### src/adcrs_defines.svh
// constants of the routine sequencer: field sizes, trigger codes, timing counts
// assumes inclusion by bare name from the trigger and sequencer module source files
`ifndef ADCRS_DEFINES_SVH
`define ADCRS_DEFINES_SVH

`define ADCRS_CH_W 5
`define ADCRS_RES_W 12
`define ADCRS_DATA_W 16
`define ADCRS_SLOTS 16
`define ADCRS_SLOT_W 4
`define ADCRS_NUM_CH 18
`define ADCRS_SMP_W 3
`define ADCRS_GRP_W 3
`define ADCRS_CNT_W 9
`define ADCRS_PAD_W 4

// sample durations per sample-time code, in conversion-clock cycles
`define ADCRS_SMP_CYC_0 9'h002
`define ADCRS_SMP_CYC_1 9'h004
`define ADCRS_SMP_CYC_2 9'h008
`define ADCRS_SMP_CYC_3 9'h010
`define ADCRS_SMP_CYC_4 9'h020
`define ADCRS_SMP_CYC_5 9'h040
`define ADCRS_SMP_CYC_6 9'h080
`define ADCRS_SMP_CYC_7 9'h100

// conversion takes 12.5 cycles at 12 bits, kept in half cycles, rounded up
`define ADCRS_CONV_HALF_CYC 25
`define ADCRS_CONV_CYC 9'((`ADCRS_CONV_HALF_CYC + 1) / 2)

// hardware trigger select codes
`define ADCRS_TRG_TA0 3'h0
`define ADCRS_TRG_TA1 3'h1
`define ADCRS_TRG_TA2 3'h2
`define ADCRS_TRG_TB1 3'h3
`define ADCRS_TRG_TCO 3'h4
`define ADCRS_TRG_TD3 3'h5
`define ADCRS_TRG_EXT 3'h6

`define ADCRS_DATA_RST 16'h0000

`endif

### src/adcrs_pkg.sv
// types of the routine sequencer
// assumes nothing beyond a SystemVerilog compiler
package adcrs_pkg;

	typedef enum logic [1:0] {
		ADCRS_IDLE,
		ADCRS_SAMPLE,
		ADCRS_CONVERT
	} adcrs_state_t;

endpackage

### src/adcrs_trig.sv
// hardware trigger source selection and rising edge detection
// assumes trigger sources synchronous to clk
`timescale 1ns/100ps
`default_nettype none
`include "adcrs_defines.svh"

module adcrs_trig (
	input wire logic clk,
	input wire logic sys_rst,
	input wire logic hold_clear,
	input wire logic [2:0] hw_trigger_select,
	input wire logic timer_a_compare_0,
	input wire logic timer_a_compare_1,
	input wire logic timer_a_compare_2,
	input wire logic timer_b_compare_1,
	input wire logic timer_c_trigger_out,
	input wire logic timer_d_compare_3,
	input wire logic ext_line_eleven,
	output logic rise
);

	logic sel_level;
	logic prev_level;

	always_comb begin
		case (hw_trigger_select)
			`ADCRS_TRG_TA0: sel_level = timer_a_compare_0;
			`ADCRS_TRG_TA1: sel_level = timer_a_compare_1;
			`ADCRS_TRG_TA2: sel_level = timer_a_compare_2;
			`ADCRS_TRG_TB1: sel_level = timer_b_compare_1;
			`ADCRS_TRG_TCO: sel_level = timer_c_trigger_out;
			`ADCRS_TRG_TD3: sel_level = timer_d_compare_3;
			`ADCRS_TRG_EXT: sel_level = ext_line_eleven;
			default: sel_level = 1'b0;
		endcase
	end

	// switching the select onto a high source counts as an edge
	always_ff @(posedge clk or posedge sys_rst) begin
		if (sys_rst) begin
			prev_level <= 1'b0;
		end else if (hold_clear) begin
			prev_level <= 1'b0;
		end else begin
			prev_level <= sel_level;
		end
	end

	assign rise = sel_level & ~prev_level;

endmodule
`default_nettype wire

### src/adcrs_seq.sv
// routine sequencer of a successive-approximation converter: modes, timing,
// result alignment, done flag, limit watch and transfer requests
// assumes all control inputs synchronous to clk, which is the conversion clock
//
// How it works
// - single mode converts first slot once per trigger
// - start needs enable and an active trigger
// - software start acts like hardware trigger
// - channel end stores data, sets done in single mode
// - software clear pulse drops done flag
// - repeat mode reconverts channel without triggers
// - scan converts slots 0 to length field per trigger
// - scan sets done only after sequence end
// - scan plus repeat restarts sequence automatically
// - discontinuous converts next group per trigger
// - discontinuous sets done after full pass
// - out-of-window result sets limit flag
// - window compare uses raw unaligned result
// - watch one chosen channel or all
// - alignment bit picks right or left
// - each channel has own sample time
// - conversion lasts sample plus 13 cycles (12.5 rounded up)
// - hardware trigger acts on rising edge
// - select code picks trigger source
// - enable low holds everything in reset
// - sequence holds sixteen slots, length field
// - transfer request after every channel end
`timescale 1ns/100ps
`default_nettype none
`include "adcrs_defines.svh"

module adcrs_seq (
	input wire logic clk,
	input wire logic sys_rst,
	input wire logic converter_enable,
	input wire logic scan_enable,
	input wire logic repeat_enable,
	input wire logic discontinuous_enable,
	input wire logic [`ADCRS_GRP_W-1:0] group_size,
	input wire logic [`ADCRS_SLOT_W-1:0] sequence_length,
	input wire logic [`ADCRS_SLOTS*`ADCRS_CH_W-1:0] sequence_slots,
	input wire logic [`ADCRS_NUM_CH*`ADCRS_SMP_W-1:0] sample_time_regs,
	input wire logic hw_trigger_enable,
	input wire logic [2:0] hw_trigger_select,
	input wire logic soft_routine_start,
	input wire logic timer_a_compare_0,
	input wire logic timer_a_compare_1,
	input wire logic timer_a_compare_2,
	input wire logic timer_b_compare_1,
	input wire logic timer_c_trigger_out,
	input wire logic timer_d_compare_3,
	input wire logic ext_line_eleven,
	input wire logic align_select,
	input wire logic dma_enable,
	input wire logic done_irq_enable,
	input wire logic done_flag_clear,
	input wire logic routine_watch_enable,
	input wire logic single_channel_watch,
	input wire logic [`ADCRS_CH_W-1:0] watched_channel,
	input wire logic [`ADCRS_RES_W-1:0] high_limit_reg,
	input wire logic [`ADCRS_RES_W-1:0] low_limit_reg,
	input wire logic limit_irq_enable,
	input wire logic limit_flag_clear,
	input wire logic [`ADCRS_RES_W-1:0] ana_result,
	output logic [`ADCRS_CH_W-1:0] ana_channel,
	output logic ana_sample,
	output logic ana_convert,
	output logic [`ADCRS_DATA_W-1:0] routine_data,
	output logic done_flag,
	output logic limit_violation_flag,
	output logic dma_request,
	output logic irq,
	output logic busy
);

	adcrs_pkg::adcrs_state_t state;
	adcrs_pkg::adcrs_state_t next_state;
	logic [`ADCRS_SLOT_W-1:0] slot;
	logic [`ADCRS_SLOT_W-1:0] next_slot;
	logic [`ADCRS_GRP_W-1:0] group_cnt;
	logic [`ADCRS_GRP_W-1:0] next_group_cnt;
	logic [`ADCRS_CNT_W-1:0] cnt;
	logic [`ADCRS_CNT_W-1:0] next_cnt;
	logic hw_rise;
	logic trigger;
	logic chan_end;
	logic seq_last;
	logic set_done;
	logic [`ADCRS_CH_W-1:0] cur_channel;
	logic [`ADCRS_CH_W-1:0] next_channel;
	logic watch_hit;
	logic outside;

	// channel number held in a sequence slot
	function automatic logic [`ADCRS_CH_W-1:0] slot_channel(
		input logic [`ADCRS_SLOTS*`ADCRS_CH_W-1:0] slots,
		input logic [`ADCRS_SLOT_W-1:0] idx
	);
		slot_channel = slots[idx*`ADCRS_CH_W +: `ADCRS_CH_W];
	endfunction

	// sampling duration of a channel, from its own sample-time code
	function automatic logic [`ADCRS_CNT_W-1:0] sample_cycles(
		input logic [`ADCRS_NUM_CH*`ADCRS_SMP_W-1:0] times,
		input logic [`ADCRS_CH_W-1:0] ch
	);
		logic [`ADCRS_SMP_W-1:0] code;
		code = 3'h0;
		if (ch < 5'(`ADCRS_NUM_CH)) begin
			code = times[ch*`ADCRS_SMP_W +: `ADCRS_SMP_W];
		end
		case (code)
			3'h0: sample_cycles = `ADCRS_SMP_CYC_0;
			3'h1: sample_cycles = `ADCRS_SMP_CYC_1;
			3'h2: sample_cycles = `ADCRS_SMP_CYC_2;
			3'h3: sample_cycles = `ADCRS_SMP_CYC_3;
			3'h4: sample_cycles = `ADCRS_SMP_CYC_4;
			3'h5: sample_cycles = `ADCRS_SMP_CYC_5;
			3'h6: sample_cycles = `ADCRS_SMP_CYC_6;
			default: sample_cycles = `ADCRS_SMP_CYC_7;
		endcase
	endfunction

	adcrs_trig u_trig (
		.clk(clk),
		.sys_rst(sys_rst),
		.hold_clear(~converter_enable),
		.hw_trigger_select(hw_trigger_select),
		.timer_a_compare_0(timer_a_compare_0),
		.timer_a_compare_1(timer_a_compare_1),
		.timer_a_compare_2(timer_a_compare_2),
		.timer_b_compare_1(timer_b_compare_1),
		.timer_c_trigger_out(timer_c_trigger_out),
		.timer_d_compare_3(timer_d_compare_3),
		.ext_line_eleven(ext_line_eleven),
		.rise(hw_rise)
	);

	// triggers arriving while a conversion runs are dropped
	assign trigger = converter_enable & (soft_routine_start | (hw_trigger_enable & hw_rise));

	assign cur_channel = slot_channel(sequence_slots, slot);
	assign chan_end = (state == adcrs_pkg::ADCRS_CONVERT) && (cnt == 9'h000);

	// single mode only ever uses the first slot
	assign seq_last = (!scan_enable && !discontinuous_enable) || (slot == sequence_length);

	always_comb begin
		next_state = state;
		next_slot = slot;
		next_group_cnt = group_cnt;
		next_cnt = cnt;
		set_done = 1'b0;
		case (state)
			adcrs_pkg::ADCRS_IDLE: begin
				if (trigger) begin
					next_state = adcrs_pkg::ADCRS_SAMPLE;
					next_group_cnt = 3'h0;
					// discontinuous resumes where the last group stopped
					if (!discontinuous_enable) begin
						next_slot = 4'h0;
					end
					next_cnt = sample_cycles(sample_time_regs, slot_channel(sequence_slots, next_slot)) - 9'h001;
				end
			end
			adcrs_pkg::ADCRS_SAMPLE: begin
				if (cnt == 9'h000) begin
					next_state = adcrs_pkg::ADCRS_CONVERT;
					next_cnt = `ADCRS_CONV_CYC - 9'h001;
				end else begin
					next_cnt = cnt - 9'h001;
				end
			end
			adcrs_pkg::ADCRS_CONVERT: begin
				if (cnt != 9'h000) begin
					next_cnt = cnt - 9'h001;
				end else if (discontinuous_enable) begin
					if (seq_last) begin
						set_done = 1'b1;
						next_slot = 4'h0;
						next_state = adcrs_pkg::ADCRS_IDLE;
					end else begin
						next_slot = slot + 4'h1;
						if (group_cnt == group_size) begin
							next_state = adcrs_pkg::ADCRS_IDLE;
						end else begin
							next_group_cnt = group_cnt + 3'h1;
							next_state = adcrs_pkg::ADCRS_SAMPLE;
						end
					end
				end else if (seq_last) begin
					set_done = 1'b1;
					next_slot = 4'h0;
					next_state = repeat_enable ? adcrs_pkg::ADCRS_SAMPLE : adcrs_pkg::ADCRS_IDLE;
				end else begin
					next_slot = slot + 4'h1;
					next_state = adcrs_pkg::ADCRS_SAMPLE;
				end
				if (cnt == 9'h000 && next_state == adcrs_pkg::ADCRS_SAMPLE) begin
					next_cnt = sample_cycles(sample_time_regs, slot_channel(sequence_slots, next_slot)) - 9'h001;
				end
			end
			default: begin
				next_state = adcrs_pkg::ADCRS_IDLE;
			end
		endcase
	end

	assign next_channel = slot_channel(sequence_slots, next_slot);

	// sequencing state; a low enable holds it as after reset
	always_ff @(posedge clk or posedge sys_rst) begin
		if (sys_rst) begin
			state <= adcrs_pkg::ADCRS_IDLE;
			slot <= 4'h0;
			group_cnt <= 3'h0;
			cnt <= 9'h000;
		end else if (!converter_enable) begin
			state <= adcrs_pkg::ADCRS_IDLE;
			slot <= 4'h0;
			group_cnt <= 3'h0;
			cnt <= 9'h000;
		end else begin
			state <= next_state;
			slot <= next_slot;
			group_cnt <= next_group_cnt;
			cnt <= next_cnt;
		end
	end

	// analog front-end controls come from flops so they never glitch
	always_ff @(posedge clk or posedge sys_rst) begin
		if (sys_rst) begin
			ana_channel <= 5'h00;
			ana_sample <= 1'b0;
			ana_convert <= 1'b0;
		end else if (!converter_enable) begin
			ana_channel <= 5'h00;
			ana_sample <= 1'b0;
			ana_convert <= 1'b0;
		end else begin
			ana_channel <= next_channel;
			ana_sample <= (next_state == adcrs_pkg::ADCRS_SAMPLE);
			ana_convert <= (next_state == adcrs_pkg::ADCRS_CONVERT);
		end
	end

	// window check on the raw result, independent of alignment
	assign outside = (ana_result > high_limit_reg) || (ana_result < low_limit_reg);
	assign watch_hit = routine_watch_enable && (!single_channel_watch || cur_channel == watched_channel);

	always_ff @(posedge clk or posedge sys_rst) begin
		if (sys_rst) begin
			routine_data <= `ADCRS_DATA_RST;
		end else if (!converter_enable) begin
			routine_data <= `ADCRS_DATA_RST;
		end else if (chan_end) begin
			if (align_select) begin
				routine_data <= {ana_result, `ADCRS_PAD_W'(0)};
			end else begin
				routine_data <= {`ADCRS_PAD_W'(0), ana_result};
			end
		end
	end

	// flags: a set in the same cycle as a clear wins
	always_ff @(posedge clk or posedge sys_rst) begin
		if (sys_rst) begin
			done_flag <= 1'b0;
		end else if (!converter_enable) begin
			done_flag <= 1'b0;
		end else if (set_done) begin
			done_flag <= 1'b1;
		end else if (done_flag_clear) begin
			done_flag <= 1'b0;
		end
	end

	always_ff @(posedge clk or posedge sys_rst) begin
		if (sys_rst) begin
			limit_violation_flag <= 1'b0;
		end else if (!converter_enable) begin
			limit_violation_flag <= 1'b0;
		end else if (chan_end && watch_hit && outside) begin
			limit_violation_flag <= 1'b1;
		end else if (limit_flag_clear) begin
			limit_violation_flag <= 1'b0;
		end
	end

	// one-cycle request, aligned with the data register update
	always_ff @(posedge clk or posedge sys_rst) begin
		if (sys_rst) begin
			dma_request <= 1'b0;
		end else begin
			dma_request <= converter_enable & dma_enable & chan_end;
		end
	end

	assign irq = (done_flag & done_irq_enable) | (limit_violation_flag & limit_irq_enable);
	assign busy = (state != adcrs_pkg::ADCRS_IDLE);

endmodule
`default_nettype wire

### config.mk
export PLATFORM = sky130hd
export DESIGN_NAME = adcrs_seq
export DESIGN_NICKNAME = d
export VERILOG_FILES = /design/src/adcrs_pkg.sv /design/src/adcrs_trig.sv /design/src/adcrs_seq.sv
export VERILOG_INCLUDE_DIRS = /design/src
export SDC_FILE = /design/constraint.sdc
export NUM_CORES = 1
export LEC_CHECK = 0
export BUFFER_PORTS_ARGS = -buffer_cell sky130_fd_sc_hd__buf_2
export CORE_MARGIN = 3
export CORE_UTILIZATION = 38
export CTS_CLUSTER_DIAMETER = 40
export DETAILED_ROUTE_END_ITERATION = 10
export PLACE_DENSITY_LB_ADDON = 0.08
export SETUP_SLACK_MARGIN = 0.3
export SYNTH_ARGS = -nofsm -noshare
export SYNTH_HDL_FRONTEND = slang
export SYNTH_SLANG_ARGS = --single-unit
export TNS_END_PERCENT = 30
### constraint.sdc
create_clock -name clk -period 5.3 [get_ports clk]
set_clock_uncertainty 0.05 [all_clocks]
set_input_delay 0.53 -clock clk [delete_from_list [all_inputs] [get_ports clk]]
set_output_delay 0.53 -clock clk [all_outputs]
set_load 0.1 [all_outputs]
; Word-level counts from Yosys, hierarchy flattened
; Index checks and enable logic that the tools add are counted.
[totals]
out_inout_bits = 28
ff_bits = 45
[classes]
eq_ne = 37
muxes = 62
n_shift = 6
mul = 6
n_reduce_logical = 21
addsub = 5
n_lt_le_gt_ge = 4
bitwise = 10
[ops]
columns = op, n
row1 = 80-bit by 8-bit indexed part select with 5-bit output, 4
row2 = 9-bit case mux with 7 select lines, 2
row3 = 54-bit by 8-bit indexed part select with 3-bit output, 2
row4 = 9-bit 2-to-1 mux, 9
row5 = 16-bit 2-to-1 mux, 3
row6 = 3-bit 2-to-1 mux, 12
row7 = 4-bit 2-to-1 mux, 8
row8 = 4-bit by 3-bit multiplier with 7-bit output (second input constant), 4
row9 = 3-bit == test (second input constant), 9
row10 = 9-bit case mux with 3 select lines, 1
row11 = 9-bit by 1-bit subtractor with 9-bit output (second input constant), 3
row12 = 3-bit by 2-bit == test with 1-bit output (second input constant), 6
row13 = 1-bit 2-to-1 mux, 16
row14 = 3-bit inequality test (second input constant), 5
row15 = 5-bit by 2-bit multiplier with 7-bit output (second input constant), 2
row16 = 12-bit > comparator, 1
row17 = 12-bit less-than comparator, 1
row18 = 2-bit 2-to-1 mux, 6
row19 = 5-bit less-than comparator (second input constant), 2
row20 = 3-bit by 1-bit == test with 1-bit output (second input constant), 3
row21 = 3-bit logical NOT, 3
row22 = 9-bit logical NOT, 1
row23 = 3-bit by 1-bit inequality test with 1-bit output (second input constant), 3
row24 = 9-bit nonzero test, 1
row25 = 25 further kinds, 44

; Depth between registers and ports, before layout
; Gate-level depths: netlist of run 1.
[depth]
ltp_word = 23
ltp_mapped = 24

; By module
; From an unflattened synthesis of run 1, not the netlist that was laid out.
[hier_totals]
cells_unflattened = 1055
hier_area_um2 = 8119.0
[by_module_without_submodules]
columns = module, cells_each, area_per_inst_um2, instances
row1 = adcrs_seq, 1043, 8016.4, 1
row2 = adcrs_trig, 12, 102.6, 1

; Worst setup path after synthesis of run 1
; OpenSTA, ideal clock, no wires.
[synth_timing]
kind = register -> register
startpoint = reg cnt[0]
endpoint = reg cnt[2]
period_less_slack_ns = 4.680
t_required_ns = 5.131
path_stages_with_launch = 22
path_slack_ns = 0.620
setup_ns = 0.119
n_path_buf = 2
arrival_ns = 4.511
path_cell_list = dfrtp_1 -> inv_1 -> ha_1 -> or4b_1 -> buf_2 -> or4_4 -> a22oi_4 -> o41ai_1 -> or4_4 -> o211ai_4 -> buf_6 -> and3b_1 -> a22oi_1 -> and4_1 -> and2_1 -> nand2_1 -> ha_1 -> mux2i_1 -> a22o_1 -> a21oi_1 -> o21ai_0 -> and2_1
[synth_between]
elab_chain_cells = 18
[synth_rtl]
columns = item, line
row1 = start: declaration, adcrs_seq.sv:82  ; logic [`ADCRS_CNT_W-1:0] cnt;
row2 = start signal: assignment, adcrs_seq.sv:227  ; cnt <= next_cnt;
row3 = 9-bit nonzero test, adcrs_seq.sv:175  ; if (cnt != 9'h000) begin
row4 = 4-bit 2-to-1 mux, adcrs_seq.sv:175
row5 = 4-bit 2-to-1 mux, adcrs_seq.sv:154  ; case (state)
row6 = 4-bit by 3-bit multiplier with 7-bit output (no source line), n/a
row7 = 80-bit by 8-bit indexed part select with 5-bit output, adcrs_seq.sv:99  ; slot_channel = slots[idx*`ADCRS_CH_W +: `ADCRS_CH_W];
row8 = 5-bit by 2-bit multiplier with 7-bit output (no source line), n/a
row9 = 54-bit by 8-bit indexed part select with 3-bit output, adcrs_seq.sv:110  ; code = times[ch*`ADCRS_SMP_W +: `ADCRS_SMP_W];
row10 = 3-bit 2-to-1 mux, adcrs_seq.sv:109  ; if (ch < 5'(`ADCRS_NUM_CH)) begin
row11 = [2 not listed], n/a
row12 = "3-bit == test, or another cell as far along", adcrs_seq.sv:112  ; case (code)
row13 = 9-bit case mux with 7 select lines, adcrs_seq.sv:112
row14 = 9-bit 2-to-1 mux, adcrs_seq.sv:199  ; if (cnt == 9'h000 && next_state == adcrs_pkg::ADCRS_SAMPLE) begin
row15 = 9-bit 2-to-1 mux, adcrs_seq.sv:154
row16 = 9-bit by 1-bit subtractor with 9-bit output, adcrs_seq.sv:200  ; next_cnt = sample_cycles(sample_time_regs, slot_channel(sequence_slots, next_slot)) - 9'h001;
row17 = 9-bit 2-to-1 mux, adcrs_seq.sv:199
row18 = 9-bit case mux with 3 select lines, adcrs_seq.sv:154
row19 = 9-bit 2-to-1 mux, adcrs_seq.sv:218  ; end else if (!converter_enable) begin
; Several ways; a longest one is shown, not always the timed one. The select of a mux whose other input is x is not followed.
; A chain may end at the register's enable or synchronous reset.

; Worst setup path after layout of run 1
[layout_timing]
startpoint = reg cnt[5]
endpoint = reg cnt[2]
; Same word-level chain as after synthesis.

==> metrics.md, run 1 <==
| Metric | Value |
|---|---|
| Final cell count without fillers | 1446 |
| Clk slew on worst S/H paths | 0.07 ns |
| Cell area after synthesis | 0.00774 sq mm |
| Status | completed |
| M3 GR Usage | 4.24% |
| Final GP Congestion | 0.975 |
| Met2 Track Usage GR | 40.4% |
| Global-route wire length before repair | 44500 microns |
| Initial core utilization | 39.2% |
| Share of cells above drive strength 1 | 36.1% |
| Hold Path Class | in -> async |
| Clk_lat worst skew | 0.30 ns |
| Final setup vio count | 0 |
| DR DRC count | 0 |
| DP Wirelength | 22600 microns |
| Total CTS buffers | 5 |
| Mean Syn Cell Area | 8.29 sq um |
| CTS Buffer Depth | 2 |
| Critical path capture point type | register |
| Layout overhead on the synthesized area | 26.8% |
| Netlist cell types | 83 |
| Largest net degree at the start of global routing | 50 |
| CP Buf/Inv Count | 2 |
| Highest clock rate | 202 MHz |
| Top Usage Layer GRT | met2 |
| Met1 Use GR | 35.9% |
| Routed vias | 8487 |
| Synth top cells by count | 131 x nand2_1, 112 x mux2i_1, 48 x o21ai_0 |
| GR Overflow Total | 0 |
| Top cells by area, synth | dfrtp_1 15%, mux2i_1 14%, mux4_2 9.9% |
| Fraction of registers with async set or reset after synthesis | 100% |
| Row count | 51 |
| Final Cycle Share | 93.6% |
| Max rail drop VDD | 0.180 mV |
| Die ar. | 0.0221 sq mm |
| Slowest cell on the critical path | or4_4 |
| Root buffer cell | clkbuf_16 |
| Power Density | 221 mW/mm^2 |
| Seq/Total Area, Yosys | 14.6% |
| IO Pins | 236 |
| Crit Path Max Fanout | 8 |
| Worst R2R Setup Slack | 0.34 ns |
| Slew headroom | 31.3% |
| CP Launch Type | register |
| Dominant synthesized flop cell | dfrtp_1 |
| Most common cell on crit path | or4_4 |
| Top-area cell type share of the netlist area | 14.6% |
| Fillers | 1941 |
| CTS tree | done |
| Sink Count | 45 |
| Avg Vias per Cell | 5.87 |
| Overall Global Routing Usage | 25.2% |
| Worst Path Required | 5.44 ns |
| Lkg Pwr | 4.69 nW |
| Number of enable flip-flop cells after synthesis | 0 |
| Tmin final | 4.96 ns |
| Critical path class | reg -> reg |
| Minimum hold slack | 0.404 ns |
| Initial antenna violation count | 3 |
| Crit path DAT | 5.11 ns |
| FF-to-FF End | cnt[2] |
| Final wirelength | 29400 microns |
| Synth Warn # | 0 |
| Leading area contributor after synthesis | dfrtp_1 |
| Worst reg2reg path depth | 19 |
| DR WL/cell | 20.3 microns |
| Post-synthesis cell count | 933 |
| Final #Nets | 1421 |
| Drt initial violations | 667 |
| Reg-to-Reg Start | cnt[5] |
| Pre-antenna DRT Iters | 7 |
| Sum of negative setup slack | 0 ns |
| Die width | 149 microns |
| Yosys reg bits | 45 |
| Detail Route Antenna Nets | 0 |
| Total of max-cap violations | 0 |
| Worst-Margin Slew | 1.03 ns |
| Family with the most delay on the worst path | simple AND/OR/NAND/NOR gates |
| Most frequent cell after synthesis | nand2_1 |
| # diodes | 0 |
| Core Region | 0.0197 sq mm |
| Placed Instances | 1416 |
| RSZ-0062 raised after global routing | true |
| Vias in the first global route | 8054 |
| Synthesized Nets | 1174 |
| Pins Over Slew Limit | 0 |
| CP Cell Sequence | or4_4 > or4_4 > a22oi_4 > o41ai_2 > or4_4 > o211ai_4 > buf_4 > buf_4 > nand3_1 > a211o_1 > and4_1 > and2_4 > nand2_2 > ha_4 > mux2i_1 > a22o_1 > a21oi_2 > o21ai_0 > and2_1 |
| Max H-tree Level | 2 |
| Max incr delay on CP | 0.60 ns |
| Die Y | 149 microns |
| I/O Buffers | 235 |
| Final hold vios | 0 |
## cell usage in the layout, fill, tap and decap left out, types with 10 or more instances in the layout
cell type and n:
buf_2 235, nand2_1 129, mux2i_1 112, buf_4 60, o21ai_0 46, nor2_1 42
dfrtp_1 42, a21oi_1 39, nand3_1 38, inv_1 36, mux4_2 34, mux2_2 32
ha_1 31, o211ai_1 23, o211a_1 21, a31oi_1 12, xnor2_1 12, xor2_1 11
nor2b_1 11, a21o_1 11, and2_1 10
## sequential cells by signal, summed over array words and instances (netlist names)
signal and flops:
u_trig.prev_level 1, slot 4, limit_violation_flag 1, ana_sample 1, routine_data 16, done_flag 1, cnt 9, state 2
ana_convert 1, ana_channel 5, dma_request 1, group_cnt 3
## power breakdown
group / leakage (nW) / internal (mW) / switching, mW / total, mW
Sequential: 0.610 / 0.367 / 0.0411 / 0.408
Combinational: 4.00 / 0.632 / 0.786 / 1.42
Clock: 0.0775 / 0.191 / 0.151 / 0.341
## metrics by stage
step           power, mW  util (%)  worst slack, ns  area (sq um)
6_report            2.17      49.8            0.338          9810
3_5_place_dp        1.62      47.3          0.00400          9320
2_1_floorplan       1.27         -            0.620          7740
5_1_grt             2.32      49.8            0.139          9810
4_1_cts             2.02      48.6            0.306          9580
3_3_place_gp        1.62      47.3            0.163          9320
## worst register-to-register path, cell delays in order (launching register included)
cell	delay, ns
dfrtp_2	0.49
or4_4	0.61
or4_4	0.55
a22oi_4	0.26
o41ai_2	0.12
or4_4	0.44
o211ai_4	0.32
buf_4	0.18
buf_4	0.12
nand3_1	0.15
a211o_1	0.28
and4_1	0.22
and2_4	0.17
nand2_2	0.11
ha_4	0.13
mux2i_1	0.05
a22o_1	0.25
a21oi_2	0.12
o21ai_0	0.07
and2_1	0.17
## worst max-delay path by stage
stage,slack [ns],from,cells past startpoint,endpoint
global placement,0.16,cnt[0],19,cnt[2]
global route,0.14,cnt[0],21,cnt[2]
floorplan,0.62,cnt[0],21,cnt[2]
detailed placement,0.004,cnt[0],20,cnt[2]
CTS,0.31,cnt[0],20,cnt[2]
finish,0.34,cnt[5],19,cnt[2]
## cell families (layout without fill, tap and decap cells)
| kind of cell | Yosys count | count (layout) | share of synthesized area [%] |
|---|---|---|---|
| adders and majority gates | 33 | 33 | 5.34 |
| and+or+nand+nor | 298 | 300 | 19.1 |
| AOI/OAI and AO/OA | 254 | 254 | 23.6 |
| buffers and inverters | 102 | 348 | 5.77 |
| muxes | 178 | 178 | 29.0 |
| xor gates and xnor gates | 23 | 23 | 2.60 |
| DFF | 45 | 45 | 14.6 |
## repair_timing
| item | 4_1_cts | 5_1_grt |
|---|---|---|
| hold buffers | 0 | 0 |
| gates cloned | 0 | 2 |
| gates resized for setup | 4 | 23 |
| pin swaps | 4 | 13 |
| endpoints found under the setup margin | 4 | 4 |
| buffers inserted | 7 | 13 |
## layer usage
metal	up-vias	part of all wire, %
met5	-	0.12
met1	4018	44
met4	6	2.0
met3	45	8.5
li1	4040	-
met2	378	45
## final cells by class
| cell class | count | area [sq um] | share of cell area, % |
|---|---|---|---|
| multi-input combinational | 788 | 6320 | 64.4 |
| clock inverter | 2 | 17.5 | 0.179 |
| sequential | 45 | 1130 | 11.5 |
| timing repair buffer | 300 | 1730 | 17.6 |
| clock buffer | 6 | 139 | 1.42 |
| tap | 265 | 332 | 3.38 |
| inverter | 40 | 150 | 1.53 |
(Power assumes the default switching activity.)
==> run 2, diff against run 1 <==
==> constraint.sdc (replaced) <==
create_clock -name clk -period 5.8 [get_ports clk]
set_clock_uncertainty 0.05 [all_clocks]
set_input_delay 0.58 -clock clk [delete_from_list [all_inputs] [get_ports clk]]
set_output_delay 0.58 -clock clk [all_outputs]
set_load 0.1 [all_outputs]
==> metrics.md, run 2 (synthesis gave the netlist of run 1 again) <==
| Metric | Value |
|---|---|
| Final #Nets | 1401 (-1.4%) |
| Die Y | 149 microns (unchanged) |
| Internal | 989 uW (-17%) |
| Worst R2R Setup Slack | 0.64 ns (+0.30 ns) |
| Reg-to-Reg Start | cnt[0] |
| Routed vias | 8335 (-1.8%) |
| Flop pwr share | 20.2% (+1.4 points) |
| Final hold vios | 0 (unchanged) |
| Max rail drop VDD | 0.161 mV (-10%) |
| CTS Hold Bufs | 0 (unchanged) |
| Largest regs | routine_data: 16 flops, cnt: 9 flops, ana_channel: 5 flops |
| Worst reg2reg path depth | 19 (unchanged) |
| DR DRC count | 0 (unchanged) |
| FF-to-FF End | cnt[2] |
| Core Region | 0.0197 sq mm (unchanged) |
| RSZ-0062 raised after global routing | false |
| CTS Buffer Depth | 2 (unchanged) |
| Register area | 0.00113 sq mm (-0.22%) |
| Final GP Congestion | 0.917 (-5.9%) |
| Pins Over Slew Limit | 0 (unchanged) |
| IO Pins | 236 (unchanged) |
| CP Buf/Inv Count | 1 (-1) |
| Power Density | 191 mW/mm^2 (-13%) |
| Highest clock rate | 194 MHz (-3.9%) |
| Logic gate share of total power | 63.9% (-1.5 points) |
| Die width | 149 microns (unchanged) |
| Placed Instances | 1403 (-0.92%) |
| Clk slew on worst S/H paths | 0.07 ns (about the same) |
| Layout overhead on the synthesized area | 22.9% |
| Worst-Margin Slew | 0.977 ns (-0.0530 ns) |
| Max incr delay on CP | 0.55 ns (-0.05 ns) |
| Final cell count without fillers | 1427 (-1.3%) |
| Avg Vias per Cell | 5.84 (-0.48%) |
| GR Overflow Total | 0 (unchanged) |
| I/O Buffers | 235 (unchanged) |
| DR WL/cell | 20.1 microns (-1.0%) |
| Tmin final | 5.16 ns (+0.202 ns) |
| Slowest cell on the critical path | or4b_4 |
| Worst path depth | 19 (unchanged) |
| Die ar. | 0.0221 sq mm (unchanged) |
| Most common cell after layout, fill and taps aside | buf_2 |
| Most flops, register | routine_data |
| CP Cell Sequence | inv_1 > ha_1 > or4b_4 > or4_4 > a22oi_4 > o21ai_2 > o32a_2 > nand3_4 > mux2i_1 > mux2i_1 > mux2_2 > a221oi_2 > nand2_1 > ha_1 > mux2i_1 > a22o_1 > a21oi_1 > o21ai_0 > and2_1 |
| Share of cells above drive strength 1 | 33.8% (-2.3 points) |
| DP Wirelength | 22600 microns (-0.36%) |
| Initial core utilization | 39.2% (unchanged) |
| Crit Path Max Fanout | 12 (+4) |
| Total Power | 1.82 mW (-16%) |
| CTS tree | done |
| Overall Global Routing Usage | 24.9% (-0.34 points) |
| Initial antenna violation count | 4 (+1) |
| Hold Path Class | in -> async |
| Max H-tree Level | 2 (unchanged) |
| Largest register FFs | 16 (unchanged) |
| P_sw | 829 uW (-15%) |
| Critical path capture point type | register |
| Pre-antenna DRT Iters | 5 (-2) |
| Critical path launch point | cnt[0] |
| Status | completed |
| Total CTS buffers | 5 (unchanged) |
| Family with the most delay on the worst path | compound AO/OA/AOI/OAI gates |
| Slew headroom | 34.8% (+3.4 points) |
| Critical path class | reg -> reg |
| Sw frac | 45.6% (+0.47 points) |
| Clock share of power | 15.9% (about the same) |
| Lkg Pwr | 4.57 nW (-2.5%) |
| Root buffer cell | clkbuf_16 |
| Crit path DAT | 5.29 ns (+0.18 ns) |
| Fillers | 2007 (+3.4%) |
| CP Launch Type | register |
| Detail Route Antenna Nets | 0 (unchanged) |
| Final Cycle Share | 89.0% (-4.6 points) |
| Most frequent cells in the layout | 235 x buf_2, 130 x nand2_1, 112 x mux2i_1 |
| Drt initial violations | 579 (-13%) |
| Total of max-cap violations | 0 (unchanged) |
| Multi-input gate area | 0.00621 sq mm (-1.7%) |
| Final Util | 48.2% (-1.5 points) |
| Most common cell on crit path | mux2i_1 |
| Largest net degree at the start of global routing | 50 (unchanged) |
| Vias in the first global route | 8017 (-0.46%) |
| Global-route wire length before repair | 44000 microns (-1.1%) |
| Worst Path Required | 5.93 ns (+0.49 ns) |
| Final wirelength | 28700 microns (-2.3%) |
| Sink Count | 45 (unchanged) |
| Sum of negative setup slack | 0 ns (unchanged) |
| Setup crit end | cnt[2] |
| Row count | 51 (unchanged) |
| Clk_lat worst skew | 0.29 ns (about the same) |
| Final setup vio count | 0 (unchanged) |
-- run 2: changes by cell type in the layout (fill, tap and decap cells not counted), moves of 2 or more --
| cell | delta |
|---|---|
| inv_1 | +2 |
| o21ai_1 | -3 |
| dfrtp_2 | -2 |
| dfrtp_1 | +2 |
| o21ai_0 | +2 |
| buf_4 | -16 |
| ha_4 | -2 |
| ha_1 | +2 |
| buf_12 | -4 |
| inv_2 | -2 |
-- run 2: stage by stage --
stage	hold slack [ns]	setup WS (ns)	area, sq um
floorplan	0.426	1.12	7740
global placement	0.455	0.507	9200
detailed placement	0.458	0.362	9200
CTS	0.471	0.341	9350
global route	0.488	0.357	9510
finish	0.455	0.636	9510
-- run 2: layer usage --
layer / track usage, % / share of wire [%] / vias up
met3: 5.00 / 8.1 / 48
met1: 34.8 / 44 / 3935
li1: - / - / 3995
met4: 6.19 / 2.2 / 8
met2: 39.5 / 46 / 349
met5: 0 / 0.15 / -
-- run 2: worst min-delay path by stage --
| stage | start | endpoint | slack [ns] | cells after the start |
|---|---|---|---|---|
| finish | sys_rst | routine_data[11] | 0.46 | 2 |
| global route | group_cnt[2] | group_cnt[2] | 0.49 | 1 |
| CTS | group_cnt[2] | group_cnt[2] | 0.47 | 1 |
| detailed placement | routine_data[9] | routine_data[9] | 0.46 | 1 |
| global placement | routine_data[5] | routine_data[5] | 0.46 | 1 |
| floorplan | group_cnt[2] | group_cnt[2] | 0.43 | 1 |
-- run 2: timing repair --
action / 4_1_cts / 5_1_grt
endpoints found under the setup margin: 0 / 4
resized for setup: 0 / 8
buffers inserted: 0 / 14
-- run 2: power groups by stage --
stage / clock network, mW / logic [mW] / registers, mW
global route: 0.309 / 1.28 / 0.371
global placement: 0 / 1.07 / 0.371
finish: 0.289 / 1.16 / 0.367
CTS: 0.296 / 1.08 / 0.367
floorplan: 0 / 0.758 / 0.401
detailed placement: 0 / 1.07 / 0.372
-- run 2: area by class of cell --
class / count / share of cell area (%)
antenna: 1 / 0.0263
clock buffer: 5 / 1.32
clock inverter: 3 / 0.237
timing repair buffer: 281 / 16.2
tap: 265 / 3.49
sequential: 45 / 11.9
inverter: 40 / 1.58
multi-input combinational: 787 / 65.3
==> run 3, diff against run 2 <==
--- a/config.mk
+++ b/config.mk
@@ -7,8 +7,11 @@
 export NUM_CORES = 1
 export LEC_CHECK = 0
 export BUFFER_PORTS_ARGS = -buffer_cell sky130_fd_sc_hd__buf_2
+export CELL_PAD_IN_SITES_DETAIL_PLACEMENT = 0
+export CELL_PAD_IN_SITES_GLOBAL_PLACEMENT = 2
 export CORE_MARGIN = 3
-export CORE_UTILIZATION = 38
+export CORE_UTILIZATION = 33
+export CTS_BUF_LIST = sky130_fd_sc_hd__clkbuf_8
 export CTS_CLUSTER_DIAMETER = 40
 export DETAILED_ROUTE_END_ITERATION = 10
 export PLACE_DENSITY_LB_ADDON = 0.08
==> metrics.md, run 3 (synthesis gave the netlist of run 1 again) <==
| Metric | Value |
|---|---|
| DR WL/cell | 21.0 microns (+4.4%) |
| Top layer in use | met5 |
| RSZ-0062 raised after global routing | true |
| Most common cell after layout, fill and taps aside | buf_2 |
| Max H-tree Level | 2 (unchanged) |
| Flop pwr share | 21.4% (+1.2 points) |
| Clk_lat worst skew | 0.31 ns (+0.02 ns) |
| Total of max-cap violations | 0 (unchanged) |
| Routed vias | 8278 (-0.68%) |
| Slowest cell on the critical path | or4b_4 |
| Final setup vio count | 0 (unchanged) |
| Critical path class | reg -> reg |
| Crit path DAT | 5.39 ns (+0.10 ns) |
| Critical path capture point type | register |
| I/O Buffers | 235 (unchanged) |
| Worst Path Required | 5.96 ns (+0.03 ns) |
| Max incr delay on CP | 0.55 ns (about the same) |
| Status | completed |
| P_sw | 830 uW (+0.17%) |
| Vias in the first global route | 8186 (+2.1%) |
| Logic gate share of total power | 66.8% (+2.9 points) |
| CP Launch Type | register |
| Final cell count without fillers | 1473 (+3.2%) |
| Core Region | 0.0228 sq mm (+16%) |
| Root buffer cell | clkbuf_8 |
| Pins Over Slew Limit | 0 (unchanged) |
| Sink Count | 45 (unchanged) |
| Detail Route Antenna Nets | 0 (unchanged) |
| Total Power | 1.72 mW (-5.2%) |
| Power Density | 182 mW/mm^2 (-5.1%) |
| Register area | 0.00113 sq mm (unchanged) |
| Sw frac | 48.2% (+2.6 points) |
| Initial antenna violation count | 1 (-3) |
| Largest register FFs | 16 (unchanged) |
| GR Overflow Total | 0 (unchanged) |
| Slew headroom | 28.1% (-6.7 points) |
| Highest clock rate | 191 MHz (-1.4%) |
| DP Wirelength | 24200 microns (+7.3%) |
| Crit Path Max Fanout | 10 (-2) |
| Most flops, register | routine_data |
| Avg Vias per Cell | 5.62 (-3.8%) |
| Drt initial violations | 495 (-15%) |
| Global-route wire length before repair | 47500 microns (+7.8%) |
| Sum of negative setup slack | 0 ns (unchanged) |
| Fillers | 2444 (+22%) |
| Most frequent cells in the layout | 235 x buf_2, 131 x nand2_1, 112 x mux2i_1 |
| Die ar. | 0.0253 sq mm (+15%) |
| Total CTS buffers | 5 (unchanged) |
| Internal | 893 uW (-9.7%) |
| Largest regs | routine_data: 16 flops, cnt: 9 flops, ana_channel: 5 flops |
| CTS Buffer Depth | 2 (unchanged) |
| Layout overhead on the synthesized area | 22.7% |
| Tmin final | 5.24 ns (+0.0718 ns) |
| CP Cell Sequence | inv_1 > ha_1 > or4b_4 > or4_1 > o21ai_0 > o41ai_1 > or4_4 > o211ai_4 > buf_4 > and3b_1 > a22oi_1 > and4_1 > and2_1 > nand2_1 > ha_1 > mux2i_1 > a22o_1 > a21oi_1 > o21ai_0 > and2_1 |
| Row count | 55 (+7.8%) |
| Pre-antenna DRT Iters | 5 (unchanged) |
| Hold Path Class | in -> async |
| Placed Instances | 1453 (+3.6%) |
| Worst-Margin Slew | 1.07 ns (+0.0943 ns) |
| Max rail drop VDD | 0.153 mV (-5.2%) |
| Share of cells above drive strength 1 | 33.8% (about the same) |
| Final hold vios | 0 (unchanged) |
| Initial core utilization | 33.9% (-5.4 points) |
| Clk slew on worst S/H paths | 0.09 ns (+0.02 ns) |
| Final wirelength | 30900 microns (+7.8%) |
| Largest net degree at the start of global routing | 49 (-2.0%) |
| Metal3 WL | 1880 microns (-19%) |
| Die width | 159 microns (+7.0%) |
| Final Util | 41.5% (-6.7 points) |
| WL met1 | 14000 microns (+11%) |
| CTS Hold Bufs | 0 (unchanged) |
| IO Pins | 236 (unchanged) |
| Die Y | 159 microns (+7.0%) |
| Final Cycle Share | 90.3% (+1.2 points) |
| CTS tree | done |
| Overall Global Routing Usage | 23.2% (-1.7 points) |
| Met2 Wirelength | 14500 microns (+10%) |
| Multi-input gate area | 0.00622 sq mm (+0.16%) |
| Final #Nets | 1400 (-0.071%) |
| Lkg Pwr | 4.53 nW (-0.90%) |
| # diodes | 0 (-1) |
| Clock share of power | 11.9% (-4.0 points) |
| DR DRC count | 0 (unchanged) |
| Final GP Congestion | 0.898 (-2.0%) |
run 3: final timing paths:
check | from | to | slack [ns] | depth (start not counted)
setup / recovery | cnt[0] | cnt[2] | 0.56 | 20
hold / removal | sys_rst | cnt[0] | 0.37 | 3
setup reg to reg | cnt[0] | cnt[2] | 0.56 | 20
min in group clk | dma_enable | dma_request | 0.45 | 3
max in group asynchronous | sys_rst | slot[0] | 4.88 | 3
hold reg to reg | routine_data[6] | routine_data[6] | 0.48 | 1
run 3: layer usage:
metal  GRT usage [%]  vias up
met5               0        -
met4            5.33        2
met3            4.27       36
met2            38.1      296
met1            31.7     3970
li1                -     3974
run 3: metrics by stage:
| stage | instance area (sq um) | hold WS [ns] | setup WS (ns) |
|---|---|---|---|
| final | 9490 | 0.367 | 0.564 |
| after global placement | 9280 | 0.452 | 0.449 |
| after detailed placement | 9280 | 0.459 | 0.294 |
| after global routing | 9490 | 0.412 | 0.282 |
| after CTS | 9370 | 0.392 | 0.378 |
| after floorplan | 7740 | 0.426 | 1.12 |
run 3: worst max-delay path, delay by kind of cell (launching register included):
family	cells	cell delay [ns]
AOI/OAI and AO/OA	7	1.42
adders and majority gates	2	0.48
buffers and inverters	2	0.30
DFF	1	0.43
muxes	1	0.06
and+or+nand+nor	8	2.39
run 3: final cells by class:
cell class / instances / area share [%]
Clock buffer: 5 / 0.725
Clock inverter: 3 / 0.211
Inverter: 40 / 1.58
Multi-Input combinational cell: 787 / 65.5
Sequential cell: 45 / 11.9
Tap cell: 313 / 4.13
Timing Repair Buffer: 280 / 15.9
run 3: what timing repair did:
| item | 4_1_cts | 5_1_grt |
|---|---|---|
| resized for setup | 1 | 6 |
| pin swaps | 1 | 4 |
| gates cloned | 0 | 1 |
| buffers inserted | 0 | 11 |
| endpoints found under the setup margin | 1 | 4 |
run 3: power by group through the flow:
stage	clock (mW)	sequential, mW	combinational (mW)
after floorplan	0	0.401	0.758
final	0.204	0.368	1.15
after detailed placement	0	0.373	1.10
after global placement	0	0.372	1.10
after CTS	0.213	0.367	1.11
after global routing	0.228	0.372	1.26
